`src/verilog/qei_map.svh`:
```
// Register offsets, field positions, reset values and widths of the encoder block.
// Assumes a 16-bit register port addressed in words.
`ifndef QEI_MAP_SVH
`define QEI_MAP_SVH
`define QEI_ADDR_W        4
`define QEI_OFS_CTRL      4'h0
`define QEI_OFS_IOC       4'h1
`define QEI_OFS_STAT      4'h2
`define QEI_OFS_POSH      4'h3
`define QEI_OFS_POSL      4'h4
`define QEI_OFS_IRQMASK   4'h5
`define QEI_CTRL_RST      16'h0000
`define QEI_IOC_RST       16'h0000
`define QEI_STAT_RST      16'h0000
`define QEI_CTRL_EN       15
`define QEI_CTRL_SIDL     13
`define QEI_CTRL_PIM_HI   12
`define QEI_CTRL_PIM_LO   10
`define QEI_CTRL_IMV_HI   9
`define QEI_CTRL_IMV_LO   8
`define QEI_CTRL_DIV_HI   6
`define QEI_CTRL_DIV_LO   4
`define QEI_CTRL_POL      3
`define QEI_CTRL_GATE     2
`define QEI_CTRL_CCM_HI   1
`define QEI_CTRL_CCM_LO   0
`define QEI_IOC_SWAP      8
`define QEI_IOC_HOMPOL    7
`define QEI_IOC_IDXPOL    6
`define QEI_IOC_BPOL      5
`define QEI_IOC_APOL      4
`define QEI_IOC_WMASK     16'hFFF0
`define QEI_STAT_WMASK    16'h3FFF
`define QEI_ST_PCI        7
`define QEI_ST_PCIEN      6
`define QEI_ST_HOM        3
`define QEI_ST_HOMEN      2
`define QEI_ST_IDX        1
`define QEI_ST_IDXEN      0
`define QEI_STAT_FLAGS    16'h2AAA
`endif

```
`src/verilog/qei_pkg.sv`:
```
// Types shared by the encoder block.
// Assumes qei_map.svh supplies the numbers.
package qei_pkg;
   typedef enum logic [1:0] {
      QEI_CCM_QUAD = 2'b00,
      QEI_CCM_EXTDIR = 2'b01,
      QEI_CCM_EXTCLK = 2'b10,
      QEI_CCM_TIMER = 2'b11
   } qei_ccm_e;
   typedef enum logic [2:0] {
      QEI_PIM_NONE = 3'b000,
      QEI_PIM_EVERY = 3'b001,
      QEI_PIM_NEXT = 3'b010,
      QEI_PIM_HOMEIDX = 3'b011,
      QEI_PIM_HOME2 = 3'b100,
      QEI_PIM_CMP = 3'b101,
      QEI_PIM_MOD = 3'b110,
      QEI_PIM_RSV = 3'b111
   } qei_pim_e;
   typedef struct packed {
      logic home;
      logic index;
      logic phase_b;
      logic phase_a;
   } qei_pins_s;
   typedef enum {QEI_HS_WAIT, QEI_HS_IDX1, QEI_HS_IDX2} qei_home_e;
endpackage : qei_pkg

```
`src/verilog/qei_core.sv`:
```
// Quadrature encoder interface: pin decode, 32-bit position counter, status and irq.
// Assumes pins are asynchronous and a one-cycle register port on sys_clk.
//
// Overview of operation
// - Mode 00 counts every A/B edge
// - Mode 01 counts pulses, direction from pin
// - Mode 11 timer; mode 10 external clock
// - Modes 10/11 timers, ignore init mode
// - Mode 00 clears counter on index match
// - Polarity bit makes default direction negative
// - Gate enable lets gate pin stop counting
// - A/B levels readable after inversion and swap
// - Index level readable after inversion
// - Index event sets sticky index flag
// - Index flag has interrupt enable bit
// - Reinit flag only in init modes 011/100
// - Counter bits 31:16 form high word register
//
// The register offsets and the strobed register port are this design's own decisions.
`timescale 1ns/100ps
`include "qei_map.svh"
module qei_core (
   // Clock and reset
   input  wire logic                   sys_clk,
   input  wire logic                   sys_rst,
   // Register port
   input  wire logic [`QEI_ADDR_W-1:0] reg_addr,
   input  wire logic [15:0]            reg_wdata,
   input  wire logic                   reg_wr,
   input  wire logic                   reg_rd,
   output logic      [15:0]            reg_rdata,
   // Processor state
   input  wire logic                   cpu_idle,
   // Encoder pins
   input  wire logic                   phase_a_input,
   input  wire logic                   phase_b_input,
   input  wire logic                   index_input,
   input  wire logic                   home_input,
   input  wire logic                   gate_input,
   // Interrupt
   output logic                        irq
);
   logic [15:0] encoder_control;
   logic [15:0] encoder_io_control;
   logic [15:0] encoder_status;
   logic [15:0] irq_mask;
   logic [31:0] position_counter;
   logic [15:0] position_high_word;
   logic [31:0] init_capture_register;
   qei_pkg::qei_pins_s pin_s1;
   qei_pkg::qei_pins_s pin_s2;
   qei_pkg::qei_pins_s pin_q;
   qei_pkg::qei_pins_s pin_l;
   logic        gate_s1;
   logic        gate_s2;
   logic        phase_a_level;
   logic        phase_b_level;
   logic        index_level;
   logic        home_level;
   logic        run;
   logic        step;
   logic        dir_up;
   logic        idx_rise;
   logic        home_rise;
   logic        idx_match;
   logic        next_flag_pci;
   logic        do_clear;
   logic        do_load;
   logic        armed;
   logic [7:0]  pre_cnt;
   logic        pre_tick;
   qei_pkg::qei_home_e home_st;
   qei_pkg::qei_ccm_e  counter_control_mode;
   qei_pkg::qei_pim_e  pim;

   assign counter_control_mode = qei_pkg::qei_ccm_e'(encoder_control[`QEI_CTRL_CCM_HI:`QEI_CTRL_CCM_LO]);
   assign pim = qei_pkg::qei_pim_e'(encoder_control[`QEI_CTRL_PIM_HI:`QEI_CTRL_PIM_LO]);

   // Two-stage synchronisers; only stage two is read
   always_ff @(posedge sys_clk) begin
      if (sys_rst) begin
         pin_s1  <= '0;
         pin_s2  <= '0;
         gate_s1 <= 1'b0;
         gate_s2 <= 1'b0;
      end else begin
         pin_s1  <= '{home_input, index_input, phase_b_input, phase_a_input};
         pin_s2  <= pin_s1;
         gate_s1 <= gate_input;
         gate_s2 <= gate_s1;
      end
   end

   // Polarity and swap before decoding
   always_comb begin
      phase_a_level = (encoder_io_control[`QEI_IOC_SWAP] ? pin_s2.phase_b : pin_s2.phase_a)
                      ^ encoder_io_control[`QEI_IOC_APOL];
      phase_b_level = (encoder_io_control[`QEI_IOC_SWAP] ? pin_s2.phase_a : pin_s2.phase_b)
                      ^ encoder_io_control[`QEI_IOC_BPOL];
      index_level   = pin_s2.index ^ encoder_io_control[`QEI_IOC_IDXPOL];
      home_level    = pin_s2.home ^ encoder_io_control[`QEI_IOC_HOMPOL];
   end

   always_ff @(posedge sys_clk) begin
      if (sys_rst) begin
         pin_q <= '0;
         pin_l <= '0;
      end else begin
         pin_q <= '{home_level, index_level, phase_b_level, phase_a_level};
         pin_l <= pin_q;
      end
   end

   assign idx_rise  = pin_q.index & ~pin_l.index;
   assign home_rise = pin_q.home & ~pin_l.home;
   assign idx_match = (counter_control_mode == qei_pkg::QEI_CCM_QUAD)
                    && (encoder_control[`QEI_CTRL_IMV_HI:`QEI_CTRL_IMV_LO] != 2'b00)
                    && ({pin_q.phase_b, pin_q.phase_a}
                        == encoder_control[`QEI_CTRL_IMV_HI:`QEI_CTRL_IMV_LO]);

   // Enable, idle stop and gate together decide whether anything moves
   assign run = encoder_control[`QEI_CTRL_EN]
              & ~(encoder_control[`QEI_CTRL_SIDL] & cpu_idle)
              & ~(encoder_control[`QEI_CTRL_GATE] & ~gate_s2);

   // Timer prescaler; 2^n divide from prescale select
   always_ff @(posedge sys_clk) begin
      if (sys_rst || !run) begin
         pre_cnt <= 8'h00;
      end else begin
         pre_cnt <= pre_cnt + 8'h01;
      end
   end
   always_comb begin
      logic [7:0] lim;
      lim = 8'h00;
      lim = 8'(({1'b0, 8'h01} << encoder_control[`QEI_CTRL_DIV_HI:`QEI_CTRL_DIV_LO]) - 9'h001);
      pre_tick = ((pre_cnt & lim) == lim);
   end

   // Step and direction per counter mode
   always_comb begin
      step   = 1'b0;
      dir_up = 1'b1;
      unique case (counter_control_mode)
         qei_pkg::QEI_CCM_QUAD: begin
            // Any edge of A or B steps; direction from the A/B order
            step   = (pin_q.phase_a ^ pin_l.phase_a) ^ (pin_q.phase_b ^ pin_l.phase_b);
            dir_up = pin_l.phase_a ^ pin_q.phase_b;
         end
         qei_pkg::QEI_CCM_EXTDIR: begin
            step   = pin_q.phase_a & ~pin_l.phase_a;
            dir_up = pin_q.phase_b;
         end
         qei_pkg::QEI_CCM_EXTCLK: begin
            step   = pin_q.phase_a & ~pin_l.phase_a;
            dir_up = ~pin_q.phase_b;
         end
         qei_pkg::QEI_CCM_TIMER: begin
            step   = pre_tick;
            dir_up = ~pin_q.phase_b;
         end
      endcase
      dir_up = dir_up ^ encoder_control[`QEI_CTRL_POL];
   end

   // Homing sequencer for init modes 011 and 100
   always_ff @(posedge sys_clk) begin
      if (sys_rst || !run || counter_control_mode[1]) begin
         home_st <= qei_pkg::QEI_HS_WAIT;
      end else begin
         unique case (home_st)
            qei_pkg::QEI_HS_WAIT: if (home_rise) home_st <= qei_pkg::QEI_HS_IDX1;
            qei_pkg::QEI_HS_IDX1: if (idx_rise) home_st <= (pim == qei_pkg::QEI_PIM_HOME2)
                                                 ? qei_pkg::QEI_HS_IDX2 : qei_pkg::QEI_HS_WAIT;
            qei_pkg::QEI_HS_IDX2: if (idx_rise) home_st <= qei_pkg::QEI_HS_WAIT;
         endcase
      end
   end

   // Init-mode decisions; timer modes disregard the init field
   always_comb begin
      do_clear = 1'b0;
      do_load  = 1'b0;
      if (run && !counter_control_mode[1]) begin
         unique case (pim)
            qei_pkg::QEI_PIM_EVERY:   do_clear = idx_rise;
            qei_pkg::QEI_PIM_NEXT:    do_clear = idx_rise & armed;
            qei_pkg::QEI_PIM_HOMEIDX: do_load = idx_rise && home_st == qei_pkg::QEI_HS_IDX1;
            qei_pkg::QEI_PIM_HOME2:   do_load = idx_rise && home_st == qei_pkg::QEI_HS_IDX2;
            qei_pkg::QEI_PIM_CMP:     do_clear = 1'b0;
            qei_pkg::QEI_PIM_MOD:     do_clear = 1'b0;
            default:                  do_clear = 1'b0;
         endcase
         do_clear = do_clear | idx_match;
      end
   end
   assign next_flag_pci = do_load
                        && (pim == qei_pkg::QEI_PIM_HOMEIDX || pim == qei_pkg::QEI_PIM_HOME2);

   // Reset-on-next-index arms on a write to the control word
   always_ff @(posedge sys_clk) begin
      if (sys_rst) begin
         armed <= 1'b0;
      end else if (reg_wr && reg_addr == `QEI_OFS_CTRL) begin
         armed <= 1'b1;
      end else if (do_clear) begin
         armed <= 1'b0;
      end
   end

   // Position counter; software writes win over counting
   always_ff @(posedge sys_clk) begin
      if (sys_rst) begin
         position_counter <= 32'h0000_0000;
      end else if (reg_wr && reg_addr == `QEI_OFS_POSH) begin
         position_counter[31:16] <= reg_wdata;
      end else if (reg_wr && reg_addr == `QEI_OFS_POSL) begin
         position_counter[15:0] <= reg_wdata;
      end else if (do_load) begin
         position_counter <= init_capture_register;
      end else if (do_clear) begin
         position_counter <= 32'h0000_0000;
      end else if (run && step) begin
         position_counter <= dir_up ? position_counter + 32'h0000_0001
                                    : position_counter - 32'h0000_0001;
      end
   end
   assign position_high_word = position_counter[31:16];

   // Init value register kept internal; cleared at reset only
   always_ff @(posedge sys_clk) begin
      if (sys_rst) begin
         init_capture_register <= 32'h0000_0000;
      end
   end

   // Control registers
   always_ff @(posedge sys_clk) begin
      if (sys_rst) begin
         encoder_control    <= `QEI_CTRL_RST;
         encoder_io_control <= `QEI_IOC_RST;
         irq_mask           <= 16'hFFFF;
      end else if (reg_wr) begin
         if (reg_addr == `QEI_OFS_CTRL) encoder_control <= reg_wdata & 16'hBF7F;
         if (reg_addr == `QEI_OFS_IOC)  encoder_io_control <= reg_wdata & `QEI_IOC_WMASK;
         if (reg_addr == `QEI_OFS_IRQMASK) irq_mask <= reg_wdata;
      end
   end

   // Status: flags write-one-to-clear, set wins; enables plain read/write
   always_ff @(posedge sys_clk) begin
      if (sys_rst) begin
         encoder_status <= `QEI_STAT_RST;
      end else begin
         if (reg_wr && reg_addr == `QEI_OFS_STAT) begin
            encoder_status <= ((encoder_status & ~reg_wdata & `QEI_STAT_FLAGS)
                              | (reg_wdata & ~`QEI_STAT_FLAGS)) & `QEI_STAT_WMASK;
         end
         if (run && idx_rise) encoder_status[`QEI_ST_IDX] <= 1'b1;
         if (run && home_rise) encoder_status[`QEI_ST_HOM] <= 1'b1;
         if (next_flag_pci) encoder_status[`QEI_ST_PCI] <= 1'b1;
      end
   end

   // Level irq: flag and its enable and the mask all set
   always_ff @(posedge sys_clk) begin
      if (sys_rst) begin
         irq <= 1'b0;
      end else begin
         irq <= |(encoder_status & (encoder_status << 1) & `QEI_STAT_FLAGS
                  & irq_mask);
      end
   end

   // Read data one cycle after the strobe; unmapped reads zero
   always_ff @(posedge sys_clk) begin
      if (sys_rst) begin
         reg_rdata <= 16'h0000;
      end else if (reg_rd) begin
         unique case (reg_addr)
            `QEI_OFS_CTRL:    reg_rdata <= encoder_control;
            `QEI_OFS_IOC:     reg_rdata <= {encoder_io_control[15:4],
                                            pin_q.home, pin_q.index,
                                            pin_q.phase_b, pin_q.phase_a};
            `QEI_OFS_STAT:    reg_rdata <= encoder_status;
            `QEI_OFS_POSH:    reg_rdata <= position_high_word;
            `QEI_OFS_POSL:    reg_rdata <= position_counter[15:0];
            `QEI_OFS_IRQMASK: reg_rdata <= irq_mask;
            default:          reg_rdata <= 16'h0000;
         endcase
      end else begin
         reg_rdata <= 16'h0000;
      end
   end
endmodule : qei_core

```
`config.mk`:
```
export PLATFORM = sky130hd
export DESIGN_NAME = qei_core
export DESIGN_NICKNAME = d
export VERILOG_FILES = /design/src/verilog/qei_pkg.sv /design/src/verilog/qei_core.sv
export VERILOG_INCLUDE_DIRS = /design/src /design/src/verilog
export SDC_FILE = /design/constraint.sdc
export NUM_CORES = 1
export LEC_CHECK = 0
export ABC_AREA = 1
export BUFFER_PORTS_ARGS = -buffer_cell sky130_fd_sc_hd__buf_2
export CORE_ASPECT_RATIO = 0.7
export CORE_MARGIN = 5
export CORE_UTILIZATION = 65
export CTS_BUF_LIST = sky130_fd_sc_hd__clkbuf_4 sky130_fd_sc_hd__clkbuf_8
export DETAILED_ROUTE_END_ITERATION = 6
export HOLD_SLACK_MARGIN = 0.1
export PLACE_DENSITY = 0.84
export SETUP_SLACK_MARGIN = 0.15
export SYNTH_ARGS = -nofsm -noshare
export SYNTH_HDL_FRONTEND = slang
export SYNTH_SLANG_ARGS = --single-unit
```
`constraint.sdc`:
```
create_clock -name sys_clk -period 6.15 [get_ports sys_clk]
set_input_delay 1.845 -clock sys_clk [delete_from_list [all_inputs] [get_ports sys_clk]]
set_output_delay 1.845 -clock sys_clk [all_outputs]
set_load 0.1 [all_outputs]
```
==> impl_results.md <==
- Largest net degree at the start of global routing: 59
- Ys async rst share: 0%
- Starting DRT DRC Count: 1,293
- Cts bufs inserted: 17
- DR vias/cell: just over 6
- Die H: 101 microns
- Top-area cell type share of the netlist area: 34.9%
- Layout cells sized above 1: approximately 12%
- Crit path max fanout: 17
- H-tree depth: 4
- First-pass detailed-route iteration total: 7
- Simple-gate share of the synthesized area: 27.2%
- Buf/Inv on CP: 3
- Most frequent cell after synthesis: nand2_1
- Tcrit/Tclk final: 78.0%
- Sink Count: 133
- I/O pin count: 47
- Failing checks: design-rule violations
- Cell Pwr Density: around 260 mW/mm^2
- Crit path DAT: between 5 and 6 ns
- Worst slew margin: 12.1%
- First-pass GRT wire length: ~39,000 microns
- Final ANT Viol Nets: 0
- Clock buffer depth: 2
- Gr ovfl total: 0
- Critical Path RT: 6.51 ns
- Fill count: 993
- Synth top area cells: dfxtp_1, nand2_1, a21oi_1, inv_1, o21ai_0
- Outcome: complete, but fails checks
- Clock skew: 0.0110 ns
- Avg Synthesized Cell Area: 6.73 sq um
- DRT Wirelength: 25,400 microns
- Core ar.: 0.0116 sq mm
- Overall Power: 2.14 mW
- Mapped cell area: 0.00764 sq mm
- Initial antenna violation count: 0
- Synthesized Nets: 1,177
- Synth Warn #: 0
- Setup_tns: 0 ns
- Gpl congestion: 1.01
- Clk Latency, worst-skew pair: 0.45 ns
- Worst-path clk slew: 0.08 ns
- Row count: 33
- Mux contribution to synthesized area: less than 1%
- Synth Area in Compound Gates: 23.3%
- Post-synth EDFFs: 0
- Dpl hpwl: 18,300 microns
- Setup CP Type: in -> reg
- CP delay by family, top: simple AND/OR/NAND/NOR gates
- Cts hold-fix bufs: 0
- Diode count: 0
- Synth Flop Type: dfxtp_1
- Post-synthesis cell type count: 46
- Crit-path cells: buf_2 > inv_1 > nor2_1 > nand2_1 > nor2_2 > nor2_1 > inv_1 > nor2_1 > nand3_1 > a21oi_1
- Most used cell, CP: nor2_1
- Die Wd: 140 microns
- Max Slew Vio Count: 0
- RSZ-0062 raised after global routing: no
- Yosys reg bits: 133
- Commonest cells post-synth: nand2_1, inv_1, dfxtp_1, a21oi_1
- Via count: 8,101
- IO Port Bufs: 46
- Number of max-cap violations: 0
- Adder-cell share of the synthesized area: 1.97%
- Clock tree root driver cell: clkbuf_8
- Final net count: 1,194
- Crit path largest cell delay: 0.96 ns
- CTS tree: done
- Tightest Pin Transition: 1.32 ns
- Post-CTS sizing: 0
- Gr usage total: 35.7%
- Crit. End Element: flop
- VDD IR-drop max: 0.272 mV
- Vias in the first global route: roughly 7,300
- Area share of xor/xnor cells in the synthesized design: 1.83%
- Largest family of logic cells by synthesized area: simple AND/OR/NAND/NOR gates
- Count of final setup violators: 0
- Final min period: 4.79 ns
- Largest area contributor in the netlist: dfxtp_1
- Sequential share of the synthesized area: 34.9%
- Pleak: 3.58 nW
- Fmax: 0.209 GHz
- Wirelength per Cell: 19.2 microns
- Die ar.: 0.0141 sq mm
- DRC viols: 5
- Setup crit start kind: input pin
- Syn-to-layout area delta: 7.89%
- Slowest CP cell: nor2_1
- Post-Synthesis Cells: 1,135
- Post CTS Setup Buffer Count: 0
- Starting density of the core: 65.8%
- Hold Path Class: reg -> reg
- Final hold vios: 0
flip-flops by register name, summed over array words and instances, names as in the netlist:
| signal | flops |
|---|---|
| irq_mask | 16 |
| pin_s2 | 4 |
| reg_rdata | 16 |
| armed | 1 |
| encoder_status | 14 |
| position_counter | 32 |
| pin_l | 4 |
| home_st | 2 |
| gate_s2 | 1 |
| gate_s1 | 1 |
| encoder_io_control | 12 |
| encoder_control | 14 |
| pre_cnt | 7 |
| irq | 1 |
| pin_s1 | 4 |
| pin_q | 4 |
worst reg2reg max path, delay by kind of cell, from the launching register on:
family	cells	cell delay, ns
AND/OR/NAND/NOR	5	2.01
buffers and inverters	2	0.47
AO/OA/AOI/OAI	3	0.45
flip-flops	1	0.44
adder cells (fa/ha/maj)	1	0.32
through the flow:
step | instance area [sq um] | util [%] | instances | worst slack (ns) | hold slack (ns)
global placement | 7840 | 67.6 | 1290 | 1.22 | 0.389
CTS | 8240 | 71.0 | 1322 | 1.56 | 0.404
finish | 8240 | 71.0 | 1322 | 1.36 | 0.404
detailed placement | 7840 | 67.6 | 1290 | 1.12 | 0.393
global route | 8240 | 71.0 | 1322 | 1.14 | 0.422
floorplan | 7640 | - | 1135 | 2.71 | 0.388
layout make-up:
cell class / count / area [sq um] / share of cell area [%]
clock buffers: 18 / 248 / 3.01
clock inverters: 14 / 153 / 1.85
inverters: 151 / 567 / 6.88
multi-input cells: 800 / 4160 / 50.5
flip-flops and latches: 133 / 2660 / 32.3
well taps: 157 / 196 / 2.38
repair buffers: 49 / 253 / 3.07
report_power, final:
part / switching, mW / total (mW) / leakage (nW) / internal (mW)
logic: 0.348 / 0.494 / 2.30 / 0.146
clock network: 0.375 / 0.749 / 0.197 / 0.374
registers: 0.0204 / 0.900 / 1.08 / 0.880
total: 0.743 / 2.14 / 3.58 / 1.40
cells by family after synthesis:
kind of cell / after synthesis
DFF: 133
xor gates and xnor gates: 16
and+or+nand+nor: 464
AOI/OAI and AO/OA: 306
muxes: 2
adders and majority gates: 12
buffers and inverters: 202
placed cells by master, fill, tap and decap left out, drive strengths merged, types with 16 or more instances in the layout:
master	netlist	final
nand3	75	75
buf	13	49
a22oi	16	16
nand2	260	260
dfxtp	133	133
nor2	99	99
o21ai	89	89
inv	149	151
clkbuf	38	18
a21oi	120	120
o22ai	34	34
o41ai	26	26
routing by layer:
| metal | GRT usage [%] | vias to the layer above | routed length [microns] |
|---|---|---|---|
| li1 | - | 3822 | - |
| met4 | 11.4 | 0 | 839 |
| met5 | 0 | - | 0 |
| met2 | 50.2 | 555 | 10100 |
| met3 | 11.0 | 74 | 3700 |
| met1 | 52.2 | 3650 | 10800 |
worst paths after layout:
check	start	end	slack, ns	depth (start not counted)
setup / recovery	reg_addr[2]	position_counter[23]	1.36	10
hold / removal	pin_s1[0]	pin_s2[0]	0.40	2
setup reg to reg	encoder_control[1]	position_counter[23]	2.39	11
hold reg to reg	pin_s1[0]	pin_s2[0]	0.40	2
(Power assumes the default switching activity.)
